[config.mk]
export PLATFORM = sky130hd
export DESIGN_NAME = swp_monitor
export DESIGN_NICKNAME = d
export VERILOG_FILES = /design/src/rtl/swp_pkg.sv /design/src/rtl/swp_cs_cfg.sv /design/src/rtl/swp_monitor.sv
export SDC_FILE = /design/constraint.sdc
export NUM_CORES = 1
export LEC_CHECK = 0
export BUFFER_PORTS_ARGS = -buffer_cell sky130_fd_sc_hd__buf_2
export CAP_MARGIN = 0
export CELL_PAD_IN_SITES_DETAIL_PLACEMENT = 1
export CELL_PAD_IN_SITES_GLOBAL_PLACEMENT = 2
export CORE_UTILIZATION = 34
export CTS_BUF_LIST = sky130_fd_sc_hd__clkbuf_8
export DETAILED_ROUTE_END_ITERATION = 7
export GPL_ROUTABILITY_DRIVEN = 1
export PLACE_DENSITY_LB_ADDON = 0.1
export SYNTH_ARGS = -nofsm -noshare
export SYNTH_HDL_FRONTEND = slang
export SYNTH_HIERARCHICAL = 1
export SYNTH_SLANG_ARGS = --single-unit
[constraint.sdc]
create_clock -name MCLK -period 3.5 [get_ports MCLK]
set_input_delay 1.05 -clock MCLK [delete_from_list [all_inputs] [get_ports MCLK]]
set_output_delay 1.05 -clock MCLK [all_outputs]
set_load 0.02 [all_outputs]
[src/rtl/swp_pkg.sv]
// swp_pkg: offsets, field positions, reset values and keys of the protection monitor
// assumes a 32-bit peripheral register port with byte offsets
package swp_pkg;

  // ************************************************************
  // register offsets
  // ************************************************************
  localparam logic [7:0] MODE_OFS          = 8'h04;
  localparam logic [7:0] IRQ_EN_OFS        = 8'h14;
  localparam logic [7:0] IRQ_DIS_OFS       = 8'h18;
  localparam logic [7:0] CS_CFG0_OFS       = 8'h30;
  localparam logic [7:0] CS_CFG1_OFS       = 8'h34;
  localparam logic [7:0] CS_CFG2_OFS       = 8'h38;
  localparam logic [7:0] CS_CFG3_OFS       = 8'h3C;
  localparam logic [7:0] PROT_CTRL_OFS     = 8'hE4;
  localparam logic [7:0] PROT_STATUS_OFS   = 8'hE8;
  localparam logic [7:0] REVISION_OFS      = 8'hFC;

  // ************************************************************
  // fields
  // ************************************************************
  localparam int         KEY_LSB           = 8;
  localparam logic [23:0] PROT_KEY         = 24'h535049;
  localparam int         SRC_LSB           = 8;
  localparam int         STAT_BLOCKED      = 0;
  localparam int         STAT_SWRST        = 1;
  localparam int         STAT_CSACTIVE     = 2;
  localparam int         CS_COUNT          = 4;

  // ************************************************************
  // reset values and identity (version value arbitrary)
  // ************************************************************
  localparam logic [2:0]  STAT_RESET       = 3'h0;
  localparam logic [7:0]  SRC_RESET        = 8'h00;
  localparam logic [11:0] VERSION_VALUE    = 12'h123;
  localparam logic [3:0]  VARIANT_VALUE    = 4'h0;
  localparam logic [31:0] MODE_RESET       = 32'h00000000;
  localparam logic [31:0] CS_CFG_RESET     = 32'h00000000;
  localparam logic        PROT_EN_RESET    = 1'h0;
  localparam logic [3:0]  CS_SYNC_RESET    = 4'h0;
  localparam logic [31:0] RDATA_RESET      = 32'h00000000;

endpackage

[src/rtl/swp_cs_cfg.sv]
// swp_cs_cfg: one protected chip-select configuration word
// assumes write strobe already qualified by the protection check
`timescale 1ns/1ps
`default_nettype none
module swp_cs_cfg (
  // clock and reset
  input  wire logic        clk,
  input  wire logic        rst_n,
  // write side
  input  wire logic        wr_en,
  input  wire logic [31:0] wr_data,
  // stored value
  output logic      [31:0] value
);

  // ************************************************************
  // storage
  // ************************************************************
  // load only on an allowed write
  always_ff @(posedge clk) begin
    if (!rst_n) begin
      value <= swp_pkg::CS_CFG_RESET;
    end else if (wr_en) begin
      value <= wr_data;
    end
  end

endmodule
`default_nettype wire

[src/rtl/swp_monitor.sv]
// swp_monitor: write-protection monitor with mode and chip-select configuration words
// assumes single-cycle register port on MCLK, chip-select levels from the shifter
// assumes SOFT_RESET is a one-cycle pulse already on MCLK
// assumes one register access per cycle, never a read and a write together
// chip-select levels are seen two cycles late through the synchroniser
// the source field keeps the latest violating offset until the next violation
//
// Contract
// A write blocked by protection sets status bit 0 until the status register is read.
// A software reset while protection is on sets status bit 1 until a status read or a mode/irq/cs write.
// A mode write with any chip select active, or a cs write with its own select active, sets status bit 2.
// Concurrent violation kinds show as the OR of their bits.
// The source field holds the offset of the mode or cs register involved.
// A status read returns the gathered flags and starts a fresh accumulation.
// A read-only version register sits at 0xFC with version and variant fields.
// The enable bit changes only when the upper 24 bits carry the right key.
// Protection is on when the enable bit is one and off when zero.
// A blocked write leaves the protected register unchanged.
`timescale 1ns/1ps
`default_nettype none
module swp_monitor (
  // clock and reset
  input  wire logic        MCLK,
  input  wire logic        RESETN,
  // register port
  input  wire logic        REG_WR,
  input  wire logic        REG_RD,
  input  wire logic [7:0]  REG_ADDR,
  input  wire logic [31:0] REG_WDATA,
  output logic      [31:0] REG_RDATA,
  // controller events
  input  wire logic        SOFT_RESET,
  input  wire logic [3:0]  CS_ACTIVE,
  // configuration out
  output logic      [31:0] MODE_CFG,
  output logic      [31:0] CS_CFG0,
  output logic      [31:0] CS_CFG1,
  output logic      [31:0] CS_CFG2,
  output logic      [31:0] CS_CFG3,
  output logic             PROT_EN
);

  // ************************************************************
  // declarations
  // ************************************************************
  // synchronised levels and protection state
  logic [3:0]  cs_meta_ff;
  logic [3:0]  cs_sync_ff;
  logic        prot_en_ff;
  // status, source, storage and read data
  logic [2:0]  stat_ff;
  logic [2:0]  nxt_stat;
  logic [7:0]  src_ff;
  logic [7:0]  nxt_src;
  logic [31:0] mode_ff;
  logic [31:0] rdata_ff;
  logic [31:0] cs_val [swp_pkg::CS_COUNT];
  // decode strobes
  logic        wr_mode;
  logic        wr_cs;
  logic [1:0]  cs_idx;
  logic        wr_prot;
  logic        wr_clear2;
  logic        cs_busy;
  logic        blocked;
  logic        rd_stat;

  // ************************************************************
  // pin synchroniser for chip-select levels
  // ************************************************************
  // two stages before any logic reads the levels
  always_ff @(posedge MCLK) begin
    if (!RESETN) begin
      cs_meta_ff <= swp_pkg::CS_SYNC_RESET;
      cs_sync_ff <= swp_pkg::CS_SYNC_RESET;
    end else begin
      cs_meta_ff <= CS_ACTIVE;
      cs_sync_ff <= cs_meta_ff;
    end
  end

  // ************************************************************
  // decode
  // ************************************************************
  // address classes of protected registers
  assign wr_mode   = REG_WR && (REG_ADDR == swp_pkg::MODE_OFS);
  assign wr_cs     = REG_WR && (REG_ADDR >= swp_pkg::CS_CFG0_OFS) && (REG_ADDR <= swp_pkg::CS_CFG3_OFS)
                     && (REG_ADDR[1:0] == 2'h0);
  assign cs_idx    = REG_ADDR[3:2];

  // control, clear and status access
  assign wr_prot   = REG_WR && (REG_ADDR == swp_pkg::PROT_CTRL_OFS);
  assign wr_clear2 = wr_mode || wr_cs || (REG_WR && ((REG_ADDR == swp_pkg::IRQ_EN_OFS)
                     || (REG_ADDR == swp_pkg::IRQ_DIS_OFS)));
  assign rd_stat   = REG_RD && (REG_ADDR == swp_pkg::PROT_STATUS_OFS);

  // protection outcome of this access
  assign blocked   = prot_en_ff && (wr_mode || wr_cs);
  assign cs_busy   = wr_mode ? (|cs_sync_ff) : (wr_cs && cs_sync_ff[cs_idx]);

  // ************************************************************
  // protection enable
  // ************************************************************
  // keyed write only
  always_ff @(posedge MCLK) begin
    if (!RESETN) begin
      prot_en_ff <= swp_pkg::PROT_EN_RESET;
    end else if (wr_prot && (REG_WDATA[31:swp_pkg::KEY_LSB] == swp_pkg::PROT_KEY)) begin
      prot_en_ff <= REG_WDATA[0];
    end
  end

  // ************************************************************
  // protected configuration words
  // ************************************************************
  // mode word, held when blocked
  always_ff @(posedge MCLK) begin
    if (!RESETN) begin
      mode_ff <= swp_pkg::MODE_RESET;
    end else if (wr_mode && !blocked) begin
      mode_ff <= REG_WDATA;
    end
  end

  // one chip-select word per select
  genvar gi;
  generate
    for (gi = 0; gi < swp_pkg::CS_COUNT; gi++) begin : g_cs
      swp_cs_cfg u_cs (
        .clk     (MCLK),
        .rst_n   (RESETN),
        .wr_en   (wr_cs && !blocked && (cs_idx == 2'(gi))),
        .wr_data (REG_WDATA),
        .value   (cs_val[gi])
      );
    end
  endgenerate

  // ************************************************************
  // violation status and source
  // ************************************************************
  // read clears, new events win over the clear
  always_comb begin
    nxt_stat = stat_ff;
    if (rd_stat) begin
      nxt_stat = swp_pkg::STAT_RESET;
    end
    if (wr_clear2) begin
      nxt_stat[swp_pkg::STAT_SWRST] = 1'h0;
    end
    if (blocked) begin
      nxt_stat[swp_pkg::STAT_BLOCKED] = 1'h1;
    end
    if (SOFT_RESET && prot_en_ff) begin
      nxt_stat[swp_pkg::STAT_SWRST] = 1'h1;
    end
    if (cs_busy) begin
      nxt_stat[swp_pkg::STAT_CSACTIVE] = 1'h1;
    end
  end

  // source offset of the latest violation
  always_comb begin
    nxt_src = src_ff;
    if (blocked || cs_busy) begin
      nxt_src = REG_ADDR;
    end
  end

  // status bits accumulate as an OR
  always_ff @(posedge MCLK) begin
    if (!RESETN) begin
      stat_ff <= swp_pkg::STAT_RESET;
    end else begin
      stat_ff <= nxt_stat;
    end
  end

  // source kept until the next violation, a read leaves it
  always_ff @(posedge MCLK) begin
    if (!RESETN) begin
      src_ff <= swp_pkg::SRC_RESET;
    end else begin
      src_ff <= nxt_src;
    end
  end

  // ************************************************************
  // read data
  // ************************************************************
  // registered read mux, unmapped reads zero
  always_ff @(posedge MCLK) begin
    if (!RESETN) begin
      rdata_ff <= swp_pkg::RDATA_RESET;
    end else if (REG_RD) begin
      unique case (REG_ADDR)
        swp_pkg::MODE_OFS:        rdata_ff <= mode_ff;
        swp_pkg::CS_CFG0_OFS:     rdata_ff <= cs_val[0];
        swp_pkg::CS_CFG1_OFS:     rdata_ff <= cs_val[1];
        swp_pkg::CS_CFG2_OFS:     rdata_ff <= cs_val[2];
        swp_pkg::CS_CFG3_OFS:     rdata_ff <= cs_val[3];
        swp_pkg::PROT_CTRL_OFS:   rdata_ff <= {31'h0, prot_en_ff};
        swp_pkg::PROT_STATUS_OFS: rdata_ff <= {16'h0, src_ff, 5'h0, stat_ff};
        swp_pkg::REVISION_OFS:    rdata_ff <= {12'h0, swp_pkg::VARIANT_VALUE, 4'h0,
                                               swp_pkg::VERSION_VALUE};
        default:                  rdata_ff <= 32'h00000000;
      endcase
    end
  end

  // ************************************************************
  // outputs
  // ************************************************************
  // each output straight from its flop
  assign REG_RDATA = rdata_ff;
  assign MODE_CFG  = mode_ff;
  assign CS_CFG0   = cs_val[0];
  assign CS_CFG1   = cs_val[1];
  assign CS_CFG2   = cs_val[2];
  assign CS_CFG3   = cs_val[3];
  assign PROT_EN   = prot_en_ff;

endmodule
`default_nettype wire

==> qor.yml, run 1 <==
arrival_ps: 3100
hp-class: "flip-flop to flip-flop"
root_buffer: "clkbuf_8"
routed_wirelength_microns: 34980
seqCellArea_sq_mm: 0.004244
synth_xor_xnor_area_share: 0
clock_path_buffers: 3
status: "complete, no violations"
path_max_fanout: 18
clk_pin_slew_worst_paths_ps: 60
fin_crit_ps: 2641
ys_seq_area_frac: 0.4492
grt_pass1_vias: 8108
core_area_sq_mm: 0.02710
h-tree-depth: 2
rsz0062_at_grt: "false"
ir_drop_uv: 191.3
gp_congestion: 0.8128
synth_edf_count: 0
synth_fa_ha_area_frac: 0
yosys-top-cells-area: "dfxtp_1 45%, mux2i_1 14%, nor2b_1 8.5%"
synth_cell_types: 51
ys_seq_elements: 212
hold_buffers: 0
ant_nets: 0
fmax_mhz: 378.6
dp_hpwl_microns: 23740
clk_latency_ps: 540
drtIter0Drc: 490
synth.avg_cell_area_sq_um: 10.29
drt_first_pass_iters: 8
io_pins: 242
cts_sinks: 212
cts_resized: 0
synth_top_area_cell: "dfxtp_1"
layout-drive-gt1-share: 0.3129
grtUsageMet1: 0.3232
tightestPinTransition_ps: 899.1
syn_nets: 967
area_delta_synth_final_pct: 23.56
cp_cell_sequence: "buf_2 -> nor4bb_1 -> and2_2 -> buf_12 -> a222oi_1 -> a221oi_2"
met2_usage: 0.3926
worstSetupPathType: "primary input to flip-flop"
layout_common_cells: "240 x buf_2, 212 x dfxtp_1, 135 x mux2i_1, 129 x nor2b_1, 110 x nand2_1"
start_kind: "primary input"
max_cap_violations: 0
grt.total_usage: 0.2417
drc: 0
die_width_microns: 168.7
worst-path-buf-inv: 2
required_ps: 3950
preCtsSetupSlack_ps: 343.9
cp_top_family: "simple AND/OR/NAND/NOR gates"
slowest_stage: "and2_2"
slew_headroom: 0.3997
numCtsBuffers: 39
power.leakage_nw: 4.278
grt_pass1_wl_microns: 51810
die_area_sq_mm: 0.02846
synth_top_family_by_area: "simple AND/OR/NAND/NOR gates"
cts_tree: "yes"
clock_skew_ps: 19.07
yosysTopAreaCellShare: 0.4492
yosysWarnings: 6
async_flop_share: 0
postCtsSetupRepairBufs: 0
portBuffers: 241
power_density_mw_per_mm2: 420.9
overflow: 0
synth_cells: 918
use_met3: 0.04700
grt_max_degree: 57
drv_slew: 0
dr_total_vias: 8090
finalSetupViolations: 0
syn_area_sq_mm: 0.009448
num_rows: 60
final_hold_viol_count: 0
final_nets: 1204
die_h_microns: 168.7
endpoint_kind: "flip-flop"
final_common_cell: "buf_2"
post-route-period-util: 0.7546
synthMuxAreaShare: 0.1454
fin_setup_tns_ps: 0
n_fill_cell: 3157
ys.flop_type: "dfxtp_1"
synth_compound_area_frac: 0.1685
antenna_found_initial: 1
top_usage_layer: "met2"
initial_core_util: 0.3486
routed_via_density: 5.223
multi_input_area_sq_mm: 0.004687
setup_ws_ps: 859.0
yosys.area_share.simple: 0.1773
slowest_delay_ps: 550
post_drt_wl_per_cell_microns: 22.58
-- cell usage after synthesis, types with 2 or more instances --
| master | count |
|---|---|
| a211oi_1 | 8 |
| a21oi_1 | 38 |
| a221oi_1 | 6 |
| a221oi_2 | 25 |
| a222oi_1 | 25 |
| a22o_1 | 2 |
| a22oi_1 | 41 |
| and2_1 | 13 |
| and3_1 | 7 |
| and4b_1 | 2 |
| buf_1 | 2 |
| buf_12 | 12 |
| buf_2 | 15 |
| buf_4 | 2 |
| buf_6 | 7 |
| clkbuf_1 | 37 |
| dfxtp_1 | 212 |
| mux2i_1 | 135 |
| nand2_1 | 111 |
| nand3_1 | 6 |
| nand4_1 | 3 |
| nor2_1 | 12 |
| nor2b_1 | 129 |
| nor3_1 | 4 |
| nor3b_1 | 3 |
| nor4_1 | 2 |
| nor4b_1 | 4 |
| nor4bb_1 | 3 |
| o21a_1 | 21 |
| o21ai_0 | 5 |
| o22a_1 | 5 |
| o2bb2ai_1 | 2 |
-- layout make-up --
type	count	share of cell area
diodes	1	0.0002144
clock buffers	48	0.05659
clock inverters	14	0.005038
inverters	2	0.0007503
multi-input cells	629	0.4015
flip-flops and latches	212	0.3636
well taps	372	0.03987
repair buffers	271	0.1325
-- kinds of logic (layout without fill, tap and decap cells) --
group	count (synthesis)	in the layout
mux	136	136
compound gates	186	186
other cells	0	1
simple gates	307	307
flops	212	212
buf+inv	77	335
-- power by group --
group / internal (mW) / switching [mW]
sequential: 2.42 / 0.00397
clock: 1.22 / 1.03
combinational: 0.0749 / 0.160
total: 3.72 / 1.20
-- routing by layer --
layer  vias up  wire length [microns]
met5         -                      0
met4         0                    726
met3        52                   1937
met2       249                  16230
met1      4005                  16080
li1       3784                      -
-- per-stage QoR --
| step | power, mW | hold slack (ps) | util | cell area, sq um | instances |
|---|---|---|---|---|---|
| 2_1_floorplan | 2.586 | 411.9 | - | 9448 | 918 |
| 3_3_place_gp | 2.712 | 417.5 | 0.4041 | 10950 | 1486 |
| 3_5_place_dp | 2.713 | 427.8 | 0.4041 | 10950 | 1486 |
| 4_1_cts | 4.980 | 441.3 | 0.4307 | 11670 | 1548 |
| 5_1_grt | 5.100 | 446.0 | 0.4307 | 11670 | 1548 |
| 6_report | 4.914 | 435.5 | 0.4307 | 11670 | 1549 |
-- state kept, by name, indices dropped and copies added, names as in the netlist --
name and flops:
src_ff 8, g_cs.u_cs/value 128, MODE_CFG 32, cs_meta_ff 4, REG_RDATA 32, stat_ff 3
PROT_EN 1, cs_sync_ff 4
-- worst paths after layout --
check / startpoint / endpoint / slack [ps] / cells past startpoint
worst max-delay path: REG_ADDR[2] / REG_RDATA[12] / 860 / 6
worst min-delay path: cs_meta_ff[0] / cs_sync_ff[0] / 440 / 1
worst max register to register: PROT_EN / g_cs[2].u_cs/value[4] / 1530 / 6
worst min register to register: cs_meta_ff[0] / cs_sync_ff[0] / 440 / 1
Power figures use the tool's default switching activity.
==> run 2: changes to the inputs <==
- CORE_UTILIZATION: 34 -> 31
- clock period: 3.5 -> 2.3 ns (I/O delays scaled with it)
==> run 2 against run 1 <==
Utilization shrank 1.3 points. Final cell count grew 5.7%. Power rose by 55%. Largest power group unchanged.
==> qor.yml, run 2 (same netlist as run 1, synthesis figures left out) <==
tightestPinTransition_ps: 628.0  # -271.1 ps
die_area_sq_mm: 0.03118  # +9.6%
whs_endpoint: "cs_meta_ff[0]"
status: "complete, no violations"
final_nets: 1270  # +5.5%
slew_headroom: 0.5813  # +0.1816
area_delta_synth_final_pct: 31.61
r2r_start: "cs_sync_ff[0]"
fin_setup_tns_ps: 0  # unchanged
drtIter0Drc: 441  # -10%
power.leakage_nw: 4.702  # +9.9%
layout_common_cells: "240 x buf_2, 212 x dfxtp_1, 135 x mux2i_1, 129 x nor2b_1, 110 x nand2_1"
fmax_mhz: 482.1
worstSetupPathType: "primary input to flip-flop"
post-route-period-util: 0.9019
clock_skew_ps: 18.00  # -1.066 ps
h-tree-depth: 2  # unchanged
io_pins: 242  # unchanged
gp_congestion: 0.7914  # -2.6%
grt_max_degree: 72  # +26%
top_register: "g_cs.u_cs/value"
power_density_mw_per_mm2: 613.0  # +46%
r2r_cells: 4  # -2
ant_nets: 0  # unchanged
ir_drop_uv: 350.9  # +83%
routed_via_density: 5.135  # -1.7%
final_hold_viol_count: 0  # unchanged
dr_total_vias: 8406  # +3.9%
final_common_cell: "buf_2"
num_antenna_cells: 0  # -1
switchingPower_mw: 1.898  # +59%
rrSetupSlack_ps: 350  # -1180 ps
overflow: 0  # unchanged
largest_reg_flops: 128  # unchanged
fin_crit_ps: 2074
worst-path-buf-inv: 1  # -1
power_frac_comb: 0.056  # +0.008
endpoint_kind: "flip-flop"
die_width_microns: 176.6  # +4.7%
internal_power_mw: 5.724  # +54%
finalSetupViolations: 0  # unchanged
postCtsSetupRepairBufs: 0  # unchanged
start_kind: "primary input"
post_drt_wl_per_cell_microns: 22.68  # +0.45%
cp_cell_sequence: "buf_2 -> mux4_2 -> a22o_1 -> a21oi_2 -> mux2i_1"
cp_top_family: "compound AO/OA/AOI/OAI gates"
num_rows: 63  # +5.0%
clk_latency_ps: 540  # about the same
slowest_delay_ps: 550  # about the same
dp_hpwl_microns: 26320  # +11%
hp-class: "primary input to flip-flop"
rsz0062_at_grt: "false"
final_core_util: 0.4173  # -0.01343
drc: 0  # unchanged
hold_depth: 2  # +1
p_seq_frac: 0.484  # -0.009
timing.rr.end: "src_ff[3]"
core_area_sq_mm: 0.02980  # +9.9%
power.share.clock: 0.460  # about the same
slowest_stage: "mux4_2"
grt_pass1_wl_microns: 55210  # +6.6%
layout-drive-gt1-share: 0.3464  # +0.03351
clk_pin_slew_worst_paths_ps: 60  # about the same
drt_first_pass_iters: 5  # -3
fin_hold_ws_ps: 377.8  # -57.71 ps
path_max_fanout: 9  # -9
portBuffers: 241  # unchanged
hold_buffers: 0  # unchanged
swShare: 0.2490  # +0.005371
cts_tree: "yes"
cts_sinks: 212  # unchanged
arrival_ps: 2530  # -570 ps
required_ps: 2750  # -1200 ps
hold_path_startpoint: "CS_ACTIVE[0]"
total_power_mw: 7.623  # +55%
max_cap_violations: 0  # unchanged
grt_pass1_vias: 8726  # +7.6%
numCtsBuffers: 40  # +2.6%
routed_wirelength_microns: 37130  # +6.2%
die_h_microns: 176.6  # +4.7%
root_buffer: "clkbuf_8"
drv_slew: 0  # unchanged
initial_core_util: 0.3171  # -0.03153
antenna_found_initial: 0  # -1
grt.total_usage: 0.2352  # -0.006501
clock_path_buffers: 3  # unchanged
cts_resized: 0  # unchanged
[run 2: through the flow]
stage	setup slack (ps)	instances	instance area, sq um
floorplan	-36.55	918	9455
global placement	-333.6	1569	11690
detailed placement	-316.1	1569	11690
CTS	232.2	1637	12430
global route	112.9	1637	12430
finish	225.6	1637	12430
[run 2: final cells by class]
| type | count | area [sq um] |
|---|---|---|
| fill | 3420 | 17360 |
| multi-input combinational | 629 | 4692 |
| tap | 390 | 488.0 |
| timing repair buffer | 336 | 2260 |
| clock inverter | 20 | 81.33 |
| sequential | 212 | 4244 |
| inverter | 2 | 8.758 |
| clock buffer | 48 | 660.6 |
[run 2: metal layers]
layer | part of all wire | GRT usage | wire length (microns)
met1 | 0.47 | 0.3155 | 17300
met4 | 0.018 | 0.05783 | 670
met5 | 0 | 0 | 0
met3 | 0.066 | 0.06029 | 2457
met2 | 0.45 | 0.3740 | 16700
[run 2: how the worst max path moves through the flow]
stage / start / endpoint / slack (ps) / cells after the start
6_report: REG_ADDR[2] / src_ff[3] / 230 / 5
5_1_grt: REG_ADDR[6] / g_cs[2].u_cs/value[20] / 110 / 9
3_3_place_gp: REG_ADDR[2] / src_ff[2] / -330 / 5
2_1_floorplan: REG_ADDR[5] / g_cs[2].u_cs/value[0] / -40 / 9
3_5_place_dp: REG_ADDR[2] / src_ff[3] / -320 / 5
4_1_cts: REG_ADDR[2] / src_ff[3] / 230 / 5
[run 2: power by group through the flow]
stage / clock network [mW] / logic [mW] / registers, mW
after global routing: 3.78 / 0.457 / 3.69
final: 3.50 / 0.430 / 3.69
after CTS: 3.61 / 0.434 / 3.69
after global placement: 0 / 0.434 / 3.77
after detailed placement: 0 / 0.433 / 3.77
after floorplan: 0 / 0.164 / 3.77
